===== src/hdl/clk_rst_pkg.sv =====
// package: constants and carrier types for the clock and reset manager
package clk_rst_pkg;
  localparam int          CLK_MHZ         = 200;
  localparam int          RC_START_CYCLES = 1024;
  localparam int          EXT_RST_MIN_NS  = 1000;
  localparam int          EXT_RST_CYCLES  = (EXT_RST_MIN_NS * CLK_MHZ + 999) / 1000;
  localparam int          RST_TIMER_CYC   = 4096;
  localparam int          WDT_CYCLES      = 1048576;
  localparam logic [23:0] BOOT_ADDR       = 24'h000000;
  localparam int          CFG_WORDS       = 8;
  localparam int          CFG_AW          = 3;

  typedef enum logic [1:0] {IFC_UART, IFC_SPI, IFC_I2C} host_ifc_t;

  typedef enum {ST_RESET, ST_FLASH_LOAD, ST_RUN} seq_state_t;

  typedef struct packed {
    logic       use_ext;
    logic       osc_fail;
  } clk_stat_t;

  typedef struct packed {
    logic        valid;
    logic [CFG_AW-1:0] addr;
    logic [23:0] data;
  } cfg_word_t;
endpackage


===== src/hdl/clk_select.sv =====
// clock source selection with rc start interval and fallback
`timescale 1ns/100ps
module clk_select (
  input  wire logic                   mclk_in,
  input  wire logic                   rst_b_in,
  input  wire logic                   seq_restart_in,
  input  wire logic                   ext_present_in,
  input  wire logic                   ext_fail_in,
  output clk_rst_pkg::clk_stat_t      stat_out
);
  import clk_rst_pkg::*;

  typedef struct packed {
    logic [10:0] cnt;
    logic        use_ext;
    logic        fail;
  } sel_state_t;

  sel_state_t s_r, s_nxt;

  always_comb begin
    s_nxt = s_r;
    if (seq_restart_in) begin
      s_nxt.cnt     = '0;
      s_nxt.use_ext = 1'b0;
    end else if (s_r.cnt < 11'(RC_START_CYCLES)) begin
      s_nxt.cnt = s_r.cnt + 11'h001;
    end else if (!s_r.use_ext && !s_r.fail && ext_present_in && !ext_fail_in) begin
      s_nxt.use_ext = 1'b1;
    end
    if (s_r.use_ext && ext_fail_in) begin
      s_nxt.use_ext = 1'b0;
      s_nxt.fail    = 1'b1;
    end
  end

  always_ff @(posedge mclk_in or negedge rst_b_in) begin
    if (!rst_b_in) begin
      s_r <= '0;
    end else begin
      s_r <= s_nxt;
    end
  end

  assign stat_out.use_ext  = s_r.use_ext;
  assign stat_out.osc_fail = s_r.fail;

  a_rc_first_interval: assert property (@(posedge mclk_in) disable iff (!rst_b_in)
    s_r.cnt < 11'(RC_START_CYCLES) |-> !s_r.use_ext)
    else $error("external clock chosen inside rc interval");
  a_ext_after_rc: assert property (@(posedge mclk_in) disable iff (!rst_b_in)
    s_r.cnt == 11'(RC_START_CYCLES) && !s_r.fail && ext_present_in && !ext_fail_in &&
      !seq_restart_in |=> s_r.use_ext)
    else $error("external clock not taken after rc interval");
  a_fallback_flag: assert property (@(posedge mclk_in) disable iff (!rst_b_in)
    s_r.use_ext && ext_fail_in |=> !s_r.use_ext && s_r.fail)
    else $error("no fallback on oscillator failure");
endmodule // clk_select


===== src/hdl/clock_reset_manager.sv =====
// top: reset sources, reset timer, straps and configuration reload
`timescale 1ns/100ps
// Notes on behaviour
// - after any reset the clock runs from rc oscillator for 1024 cycles
// - afterwards switch to external clock if present, else stay on rc (code: stays on rc once osc_fail is set, until rst_b_in)
// - external oscillator failure returns clock to rc automatically
// - oscillator failure and fallback shows in a readable status flag
// - external reset low halts digital logic; clock logic keeps running
// - external reset acts only after pin held low at least 1 us
// - internal reset holds until pin high and 4096-cycle timer expires
// - on release the processor starts fetching at address 0
// - power-on block resets logic below threshold, sequences once above
// - free-running watchdog times out into full reset; refresh restarts it
// - straps sampled at each reset select one of uart, spi, i2c
// - at reset, writable configuration reloads defaults from flash
module clock_reset_manager #(
  parameter int WDT_LIMIT = clk_rst_pkg::WDT_CYCLES,
  parameter int RST_TIMER = clk_rst_pkg::RST_TIMER_CYC
) (
  input  wire logic                   mclk_in,
  input  wire logic                   rst_b_in,
  input  wire logic                   supply_ok_in,
  input  wire logic                   ext_reset_b_in,
  input  wire logic                   wdt_refresh_in,
  input  wire logic                   ext_present_in,
  input  wire logic                   ext_fail_in,
  input  wire logic                   interface_select_pin_a_in,
  input  wire logic                   interface_select_pin_b_in,
  input  wire logic [23:0]            flash_data_in,
  output logic      [clk_rst_pkg::CFG_AW-1:0] flash_addr_out,
  output clk_rst_pkg::cfg_word_t      cfg_load_out,
  output logic                        sys_reset_b_out,
  output logic      [23:0]            boot_addr_out,
  output clk_rst_pkg::host_ifc_t      host_ifc_out,
  output clk_rst_pkg::clk_stat_t      clk_stat_out,
  output logic                        wdt_reset_out
);
  import clk_rst_pkg::*;

  typedef struct packed {
    seq_state_t          st;
    logic [12:0]         rst_cnt;
    logic [7:0]          flt_cnt;
    logic [20:0]         wdt_cnt;
    logic                wdt_hit;
    host_ifc_t           ifc;
    logic [CFG_AW:0]     ld_idx;
    cfg_word_t           ld;
    logic                rel;
  } top_state_t;

  top_state_t s_r, s_nxt;
  logic       req;
  logic       ext_rst;
  logic       restart;

  function automatic host_ifc_t strap_dec(input logic a, input logic b);
    if (b)      return IFC_I2C;
    else if (a) return IFC_SPI;
    else        return IFC_UART;
  endfunction

  assign ext_rst = (s_r.flt_cnt >= 8'(EXT_RST_CYCLES));
  assign req     = !supply_ok_in || s_r.wdt_hit || ext_rst;
  assign restart = req && s_r.st != ST_RESET;

  always_comb begin
    s_nxt     = s_r;
    s_nxt.ld  = '0;
    if (ext_reset_b_in) begin
      s_nxt.flt_cnt = '0;
    end else if (s_r.flt_cnt < 8'(EXT_RST_CYCLES)) begin
      s_nxt.flt_cnt = s_r.flt_cnt + 8'h01;
    end
    s_nxt.wdt_hit = 1'b0;
    if (s_r.st != ST_RUN || wdt_refresh_in) begin
      s_nxt.wdt_cnt = '0;
    end else if (s_r.wdt_cnt >= 21'(WDT_LIMIT - 1)) begin
      s_nxt.wdt_cnt = '0;
      s_nxt.wdt_hit = 1'b1;
    end else begin
      s_nxt.wdt_cnt = s_r.wdt_cnt + 21'h000001;
    end
    case (s_r.st)
      ST_RESET: begin
        s_nxt.ld_idx = '0;
        if (req) begin
          s_nxt.rst_cnt = '0;
        end else if (s_r.rst_cnt >= 13'(RST_TIMER - 1)) begin
          s_nxt.ifc = strap_dec(interface_select_pin_a_in,
                                interface_select_pin_b_in);
          s_nxt.st  = ST_FLASH_LOAD;
        end else begin
          s_nxt.rst_cnt = s_r.rst_cnt + 13'h0001;
        end
      end
      ST_FLASH_LOAD: begin
        s_nxt.ld.valid = 1'b1;
        s_nxt.ld.addr  = s_r.ld_idx[CFG_AW-1:0];
        s_nxt.ld.data  = flash_data_in;
        s_nxt.ld_idx   = s_r.ld_idx + (CFG_AW+1)'(1);
        if (s_r.ld_idx == (CFG_AW+1)'(CFG_WORDS - 1)) begin
          s_nxt.st = ST_RUN;
        end
      end
      ST_RUN: begin
        s_nxt.rel = 1'b1;
      end
      default: s_nxt.st = ST_RESET;
    endcase
    if (req) begin
      s_nxt.st      = ST_RESET;
      s_nxt.rel     = 1'b0;
      s_nxt.ld      = '0;
      if (restart) s_nxt.rst_cnt = '0;
    end
  end

  always_ff @(posedge mclk_in or negedge rst_b_in) begin
    if (!rst_b_in) begin
      s_r <= '0;
    end else begin
      s_r <= s_nxt;
    end
  end

  clk_select u_clk_select (
    .mclk_in        (mclk_in),
    .rst_b_in       (rst_b_in),
    .seq_restart_in (restart),
    .ext_present_in (ext_present_in),
    .ext_fail_in    (ext_fail_in),
    .stat_out       (clk_stat_out)
  );

  assign flash_addr_out  = s_r.ld_idx[CFG_AW-1:0];
  assign cfg_load_out    = s_r.ld;
  assign sys_reset_b_out = s_r.rel;
  assign boot_addr_out   = BOOT_ADDR;
  assign host_ifc_out    = s_r.ifc;
  assign wdt_reset_out   = s_r.wdt_hit;

  a_filter_min_low: assert property (@(posedge mclk_in) disable iff (!rst_b_in)
    $rose(ext_rst) |-> $past(ext_reset_b_in, EXT_RST_CYCLES) == 1'b0)
    else $error("pin reset taken before the minimum low time");
  a_filter_last_low: assert property (@(posedge mclk_in) disable iff (!rst_b_in)
    ext_rst |-> $past(ext_reset_b_in) == 1'b0)
    else $error("pin reset request held with pin high");
  a_short_low_ignored: assert property (@(posedge mclk_in) disable iff (!rst_b_in)
    ext_reset_b_in ##1 !ext_reset_b_in [*8] ##1 ext_reset_b_in |-> !ext_rst)
    else $error("short reset pulse took effect");
  a_pin_halts: assert property (@(posedge mclk_in) disable iff (!rst_b_in)
    ext_rst |=> !sys_reset_b_out)
    else $error("logic not held while pin reset active");
  a_supply_reset: assert property (@(posedge mclk_in) disable iff (!rst_b_in)
    !supply_ok_in |=> s_r.st == ST_RESET && !sys_reset_b_out)
    else $error("low supply did not reset");
  a_timer_hold: assert property (@(posedge mclk_in) disable iff (!rst_b_in)
    s_r.st == ST_RESET && s_r.rst_cnt < 13'(RST_TIMER - 1) |=> s_r.st == ST_RESET)
    else $error("reset left before timer expired");
  a_rst_exit: assert property (@(posedge mclk_in) disable iff (!rst_b_in)
    s_r.st == ST_FLASH_LOAD && $past(s_r.st) == ST_RESET |->
      $past(s_r.rst_cnt) == 13'(RST_TIMER - 1))
    else $error("load started before reset timer expired");
  a_same_sequence: assert property (@(posedge mclk_in) disable iff (!rst_b_in)
    req |=> s_r.st == ST_RESET && s_r.rst_cnt == 13'h0000)
    else $error("reset request did not restart the sequence");
  a_wdt_reset: assert property (@(posedge mclk_in) disable iff (!rst_b_in)
    wdt_reset_out |=> s_r.st == ST_RESET && !sys_reset_b_out)
    else $error("watchdog timeout did not reset");
  a_wdt_only_run: assert property (@(posedge mclk_in) disable iff (!rst_b_in)
    wdt_reset_out |-> $past(sys_reset_b_out))
    else $error("watchdog fired while not released");
  a_refresh_clears: assert property (@(posedge mclk_in) disable iff (!rst_b_in)
    wdt_refresh_in && s_r.st == ST_RUN |=> s_r.wdt_cnt == 21'h000000)
    else $error("refresh did not restart watchdog");
  a_strap_stable: assert property (@(posedge mclk_in) disable iff (!rst_b_in)
    s_r.st == ST_RUN && $past(s_r.st) == ST_RUN |-> $stable(host_ifc_out))
    else $error("interface changed outside reset");
  a_strap_map: assert property (@(posedge mclk_in) disable iff (!rst_b_in)
    s_r.st == ST_FLASH_LOAD && $past(s_r.st) == ST_RESET |->
      host_ifc_out == ($past(interface_select_pin_b_in) ? IFC_I2C :
                       $past(interface_select_pin_a_in) ? IFC_SPI : IFC_UART))
    else $error("interface does not follow the straps");
  a_flash_reload: assert property (@(posedge mclk_in) disable iff (!rst_b_in)
    s_r.st == ST_FLASH_LOAD && !req |=> cfg_load_out.valid)
    else $error("no configuration reload");
  a_load_first: assert property (@(posedge mclk_in) disable iff (!rst_b_in)
    $rose(cfg_load_out.valid) |-> cfg_load_out.addr == 3'h0)
    else $error("reload did not start at word zero");
  a_load_order: assert property (@(posedge mclk_in) disable iff (!rst_b_in)
    cfg_load_out.valid && $past(cfg_load_out.valid) |->
      cfg_load_out.addr == $past(cfg_load_out.addr) + 3'h1)
    else $error("reload words out of order");
  a_load_data: assert property (@(posedge mclk_in) disable iff (!rst_b_in)
    cfg_load_out.valid |-> cfg_load_out.data == $past(flash_data_in) &&
      cfg_load_out.addr == $past(flash_addr_out))
    else $error("reload word differs from flash word");
  a_boot_zero: assert property (@(posedge mclk_in) disable iff (!rst_b_in)
    $rose(sys_reset_b_out) |-> boot_addr_out == 24'h000000 && $past(cfg_load_out.valid))
    else $error("release without finished reload or boot address not zero");
  a_release_held: assert property (@(posedge mclk_in) disable iff (!rst_b_in)
    sys_reset_b_out && !req |=> sys_reset_b_out)
    else $error("release dropped without a reset request");
  a_restart_rc: assert property (@(posedge mclk_in) disable iff (!rst_b_in)
    restart |=> ##1 !clk_stat_out.use_ext)
    else $error("reset did not return to rc clock");
  a_ext_select: assert property (@(posedge mclk_in) disable iff (!rst_b_in)
    $rose(clk_stat_out.use_ext) |-> $past(ext_present_in) && !$past(ext_fail_in))
    else $error("external clock chosen while absent or failing");
  a_fail_sticky: assert property (@(posedge mclk_in) disable iff (!rst_b_in)
    $past(clk_stat_out.osc_fail) |-> clk_stat_out.osc_fail)
    else $error("oscillator failure flag lost");

  c_release: cover property (@(posedge mclk_in) disable iff (!rst_b_in) $rose(sys_reset_b_out));
  c_wdt: cover property (@(posedge mclk_in) disable iff (!rst_b_in) wdt_reset_out);
  c_pin: cover property (@(posedge mclk_in) disable iff (!rst_b_in) $rose(ext_rst));
  c_ext_clk: cover property (@(posedge mclk_in) disable iff (!rst_b_in)
    $rose(clk_stat_out.use_ext));
  c_fallback: cover property (@(posedge mclk_in) disable iff (!rst_b_in)
    $rose(clk_stat_out.osc_fail));
endmodule // clock_reset_manager


===== config.mk =====
export PLATFORM = sky130hd
export DESIGN_NAME = clock_reset_manager
export DESIGN_NICKNAME = d
export VERILOG_FILES = /design/src/hdl/clk_rst_pkg.sv /design/src/hdl/clk_select.sv /design/src/hdl/clock_reset_manager.sv
export SDC_FILE = /design/constraint.sdc
export NUM_CORES = 1
export LEC_CHECK = 0
export ABC_AREA = 1
export BUFFER_PORTS_ARGS = -buffer_cell sky130_fd_sc_hd__clkbuf_2
export CAP_MARGIN = 25
export CORE_MARGIN = 4
export CORE_UTILIZATION = 42
export CTS_CLUSTER_DIAMETER = 40
export CTS_CLUSTER_SIZE = 8
export DETAILED_ROUTE_END_ITERATION = 6
export REMOVE_ABC_BUFFERS = 1
export SLEW_MARGIN = 30
export SYNTH_ARGS = -nofsm -noshare
export SYNTH_HDL_FRONTEND = slang
export SYNTH_HIERARCHICAL = 1
export SYNTH_SLANG_ARGS = --single-unit

===== constraint.sdc =====
create_clock -name mclk_in -period 3.4 [get_ports mclk_in]
set_input_delay 0.34 -clock mclk_in [delete_from_list [all_inputs] [get_ports mclk_in]]
set_output_delay 0.34 -clock mclk_in [all_outputs]
set_load 0.01 [all_outputs]

# Word-level counts from Yosys, hierarchy flattened
# Index checks and enable logic that the tools add are counted.
[totals]
reg_bits = 123
input_bits = 33
out_inout_bits = 61
wordCells = 80
[classes]
addsub = 5
order_cmp = 5
n_eq_ne = 8
mux = 25
bitwise = 1
n_reduce_logical = 22
[op_table]
columns = ["op", "count"]
rows = [
  ["$pmux W32 S3", 1],
  ["$mux W32", 2],
  ["$mux W13", 4],
  ["$mux W45", 1],
  ["$mux W21", 2],
  ["$eq A32 B1 Y1 const B", 1],
  ["$eq A32 B2 Y1 const B", 1],
  ["$logic_not A32 Y1", 1],
  ["$ne A32 B3 Y1 const B", 1],
  ["$reduce_bool A32 Y1", 1],
  ["$mux W29", 1],
  ["$mux W28", 1],
  ["$add A21 B1 Y21 const B", 1],
  ["$ge A21 B20 Y1 const B", 1],
  ["$mux W8", 2],
  ["$add A13 B1 Y13 const B", 1],
  ["$ge A13 B12 Y1 const B", 1],
  ["$mux W12", 1],
  ["$add A11 B1 Y11 const B", 1],
  ["$lt A11 B11 Y1 const B", 1],
  ["$mux W11", 1],
  ["$ne A3 B3 Y1 const B", 3],
  ["$add A8 B1 Y8 const B", 1],
  ["$ge A8 B8 Y1 const B", 1],
  ["15 further kinds", 34],
]

# Depth between registers and ports, before layout
[depth]
depth_word = 8
depth_mapped = 14
depth_no_buf = 14

# Modules after synthesis
# Netlist, hierarchy kept.
[modules_own_cells]
columns = ["mod", "n_inst", "cells_per_inst", "area_per_inst_um2", "seq_area_each_um2"]
rows = [
  ["clock_reset_manager", 1, 537, 4391.7, 2001.9],
  ["clk_select", 1, 85, 680.7, 325.3],
]

# Least setup slack after synthesis
# No wires, ideal clock.
[synth_timing]
path_type = "reg-to-reg"
startpoint = "reg s_r[62] (netlist bit)"
endpoint = "reg u_clk_select/s_r[6] (netlist bit)"
setup_ps = 128
arrival_time_ps = 1497
required_ps = 3272
setup_slack_ps = 1775
stages_incl_launch_ff = 13
n_path_buf = 0
cell_sequence = "dfrtp_1 -> nor2_2 -> nand2_2 -> nand2_4 -> nand2_2 -> nor2_8 -> inv_2 -> nand2_1 -> inv_1 -> nor2_4 -> nor2_2 -> o21ai_0 -> a21oi_1"
[synth_between]
elab_chain_cells = 4
elab_cells_between_ends = 5
classes_between = "1 x order compare; 1 x mux; 3 x reduce/logical"
[synth_lines]
columns = ["item", "line", "text"]
rows = [
  ["from (decl)", "clock_reset_manager.sv:52", "top_state_t s_r, s_nxt;"],
  ["from (signal assigned)", "clock_reset_manager.sv:123", "s_r <= s_nxt;"],
  ["$ge A8 B8 Y1 *", "clock_reset_manager.sv:63", "assign ext_rst = (s_r.flt_cnt >= 8'(EXT_RST_CYCLES));"],
  ["$logic_or A1 B1 Y1 *", "clock_reset_manager.sv:64", "assign req = !supply_ok_in || s_r.wdt_hit || ext_rst;"],
  ["$logic_and A1 B1 Y1 *", "clock_reset_manager.sv:65", "assign restart = req && s_r.st != ST_RESET;"],
  ["named net restart", "clock_reset_manager.sv:55", "logic restart;"],
  ["$mux W12 or $reduce_bool A2 Y1 (tied branches)", "-", ""],
  ["to (signal assigned)", "clk_select.sv:41", "s_r <= s_nxt;"],
  ["to (decl)", "clk_select.sv:19", "sel_state_t s_r, s_nxt;"],
]
# Mark *: on every way through the listed nets, which the timed path passes. The rest lies on a longest branch.
# A chain may end at the register's enable or synchronous reset.

# Final worst setup path
[layout_timing]
startpoint = "reg s_r[62] (netlist bit)"
endpoint = "reg u_clk_select/s_r[10] (netlist bit)"
# Same word-level chain as after synthesis.

==> flow_summary.ini <==
[floorplan]
core_area_um2 = 11610
die_area_um2 = 13900
start_util_pct = 43.68
die_y_um = 117.9
die_w_um = 117.9
io_pins = 94
rows = 39

[pwr]
vdd_drop_max_mv = 0.2873
leakage_nw = 2.707
power_density_nw_per_um2 = 411.9

[critical_path]
endpoint_kind = flip-flop
worstPathRequired_ns = 3.63
start_kind = flip-flop
critPathKind = flip-flop to flip-flop
worstPathArrival_ns = 2.78
cp_max_fo = 34

[logic_synthesis]
synth.distinct_cells = 38
yosysWarnings = 6
synth-seq-area-share_pct = 45.88
ys_ff_latch = 93
synthCells = 622
synth.avg_cell_area_um2 = 8.155
netlist_area_um2 = 5072

[timing]
finalMaxSlewViolations = 0
rsz0062_at_grt = no
slew-limit-headroom_pct = 51.66
fmax_ghz = 0.3923
setup_viol = 0
tns_ns = 0
skew_ns = 0.007812
finalCriticalPeriod_ns = 2.549
fin_ws_ns = 0.8506
period_share_pct = 74.98
finalHoldViolCount = 0
tightest_slew_ns = 0.7251

[detailed_routing]
ant_nets = 0
wirelength_um = 9599
drt_iter0_drc = 244
wire_per_inst_um = 11.92
vias = 3795
first_pass_iters = 4
drc = 0
via_per_inst = 4.714

[clock_network]
clkTransAtPathRegs_ns = 0.06
holdBufCountCts = 0
ctsRootBufferMaster = clkbuf_16
cts.repair.resized = 0
clock_latency_ns = 0.34
cts_max_path_buffers = 2
cts_tree = built
post_cts_buffers = 0
clock_sinks = 93
cts_buffers = 9
htreeDepth = 3

[min_path]
hp-class = input port to asynchronous set/reset pin

[global_routing]
grt_pass1_wl_um = 16760
overflow = 0
grt_max_degree = 83
antenna_found_initial = 0
grt_util_all_layers_pct = 14.49
first_global_vias = 3650

[cells_and_area]
nets = 696
final_util_pct = 47.36
n_antenna_cell = 0
drive_above_1_share_pct = 20.85
area_delta_synth_final_pct = 8.436

[place]
place_hpwl_um = 6767
place.gp.congestion = 0.8220
port-buffer-count = 69
place_ws_ns = 0.8404

[run_status]
outcome = complete, no violations

[job]
maxCapViolCount = 0
-- power by group --
group	switching [mW]	internal, mW	leakage, nW
logic	0.0640	0.0240	1.29
registers	0.00458	1.11	1.26
clock network	0.417	0.644	0.153
total	0.486	1.78	2.71
-- final cells by class --
class / count / area (um2)
tap: 143 / 178.9
timing repair buffer: 74 / 389.1
inverter: 64 / 240.2
fill: 1161 / 6113
multi-input combinational: 415 / 2049
sequential: 93 / 2327
clock inverter: 6 / 86.33
clock buffer: 10 / 229.0
-- placed cells by master, fill, tap and decap left out, types with 2 or more instances in the layout --
master	n
a21oi_2	2
dfrtp_1	93
nand2_1	127
o21ai_0	14
ha_1	6
nand2_4	2
clkbuf_2	68
nand4_1	5
xnor2_1	6
nand3_1	38
nor2_2	7
nand3_2	7
clkinv_2	2
nor2_1	86
nor2_4	6
conb_1	25
clkbuf_16	9
inv_1	52
bufinv_16	2
nand2_2	8
a21oi_1	15
o21ai_1	9
a31oi_1	5
nor3_1	28
inv_2	12
xor2_1	8
buf_4	5
-- synth_stat cells (all sizes together) --
| cell | number | area share, % |
|---|---|---|
| nand2 | 137 | 11 |
| nor2 | 100 | 9.0 |
| dfrtp | 93 | 46 |
| buf | 70 | 10 |
| inv | 64 | 4.7 |
| nand3 | 45 | 5.1 |
| nor3 | 29 | 3.0 |
| o21ai | 23 | 2.3 |
| a21oi | 17 | 1.8 |
| xor2 | 8 | 1.4 |
| ha | 6 | 1.5 |
| xnor2 | 6 | 1.0 |
| a31oi | 5 | 0.62 |
| nand4 | 5 | 0.62 |
| clkbuf | 4 | 0.49 |
| nand3b | 2 | 0.37 |
| a211oi | 1 | 0.15 |
| a221oi | 1 | 0.17 |
| a311oi | 1 | 0.17 |
| a31o | 1 | 0.17 |
| and2 | 1 | 0.12 |
| and3 | 1 | 0.15 |
| conb | 1 | 0.074 |
| o31ai | 1 | 0.15 |
-- routing by layer --
metal / GRT usage (%) / part of all wire (%)
met1: 17.87 / 46
met2: 24.07 / 46
met3: 5.334 / 6.9
met4: 3.736 / 1.1
met5: 0 / 0
-- registers in the layout, summed over array words and instances, names as in the netlist --
signal,cells
cfg_load_out,28
u_clk_select/s_r,11
wdt_reset_out,1
s_r,45
sys_reset_b_out,1
host_ifc_out,2
flash_addr_out,3
u_clk_select/stat_out,2
-- worst max-delay path: stages (launching register included) --
cell and delay (ns):
dfrtp_1 0.43, nor2_2 0.13, nand2_2 0.08, nand2_4 0.09, nand2_2 0.09, nor2_8 0.31
inv_2 0.33, nand2_1 0.17, inv_1 0.10, inv_1 0.28, nand2_1 0.13, nand3_1 0.12
nor2_1 0.05, nor2_1 0.08, nor2_1 0.05
-- logic make-up (layout without fill, tap and decap cells) --
logic type	count (synthesis)	after routing	synth area share (%)
xor gates and xnor gates	14	14	2.417
and+or+nand+nor	320	320	29.13
other	1	25	0.07393
DFF	93	93	45.88
AOI/OAI and AO/OA	50	50	5.526
adders and majority gates	6	6	1.480
buffers and inverters	138	154	15.49
-- stage by stage --
stage                     power, mW  area [um2]  hold WS (ns)  std cells
after floorplan               1.175        4617       0.04441        572
after global placement        1.225        5181        0.4738        789
after detailed placement      1.227        5185        0.4435        789
after CTS                     2.303        5500       0.06673        805
after global routing          2.359        5500        0.1085        805
final                         2.266        5500       0.04484        805
-- path summary, 6_finish.rpt --
| path | startpoint | endpoint | slack [ns] | cells after the start |
|---|---|---|---|---|
| max reg2reg | s_r[62]$_DFFE_PN0P_ | u_clk_select/s_r[10]$_DFFE_PN0P_ | 0.85 | 14 |
| min | rst_b_in | s_r[42]$_DFF_PN0_ | 0.04 | 1 |
| max | s_r[62]$_DFFE_PN0P_ | u_clk_select/s_r[10]$_DFFE_PN0P_ | 0.85 | 14 |
| min in group mclk_in | flash_data_in[14] | cfg_load_out[14]$_DFF_PN0_ | 0.20 | 3 |
| max in group asynchronous | rst_b_in | cfg_load_out[19]$_DFF_PN0_ | 2.76 | 2 |
| min reg2reg | s_r[36]$_DFF_PN0_ | s_r[36]$_DFF_PN0_ | 0.49 | 1 |
Power figures use the tool's default switching activity.
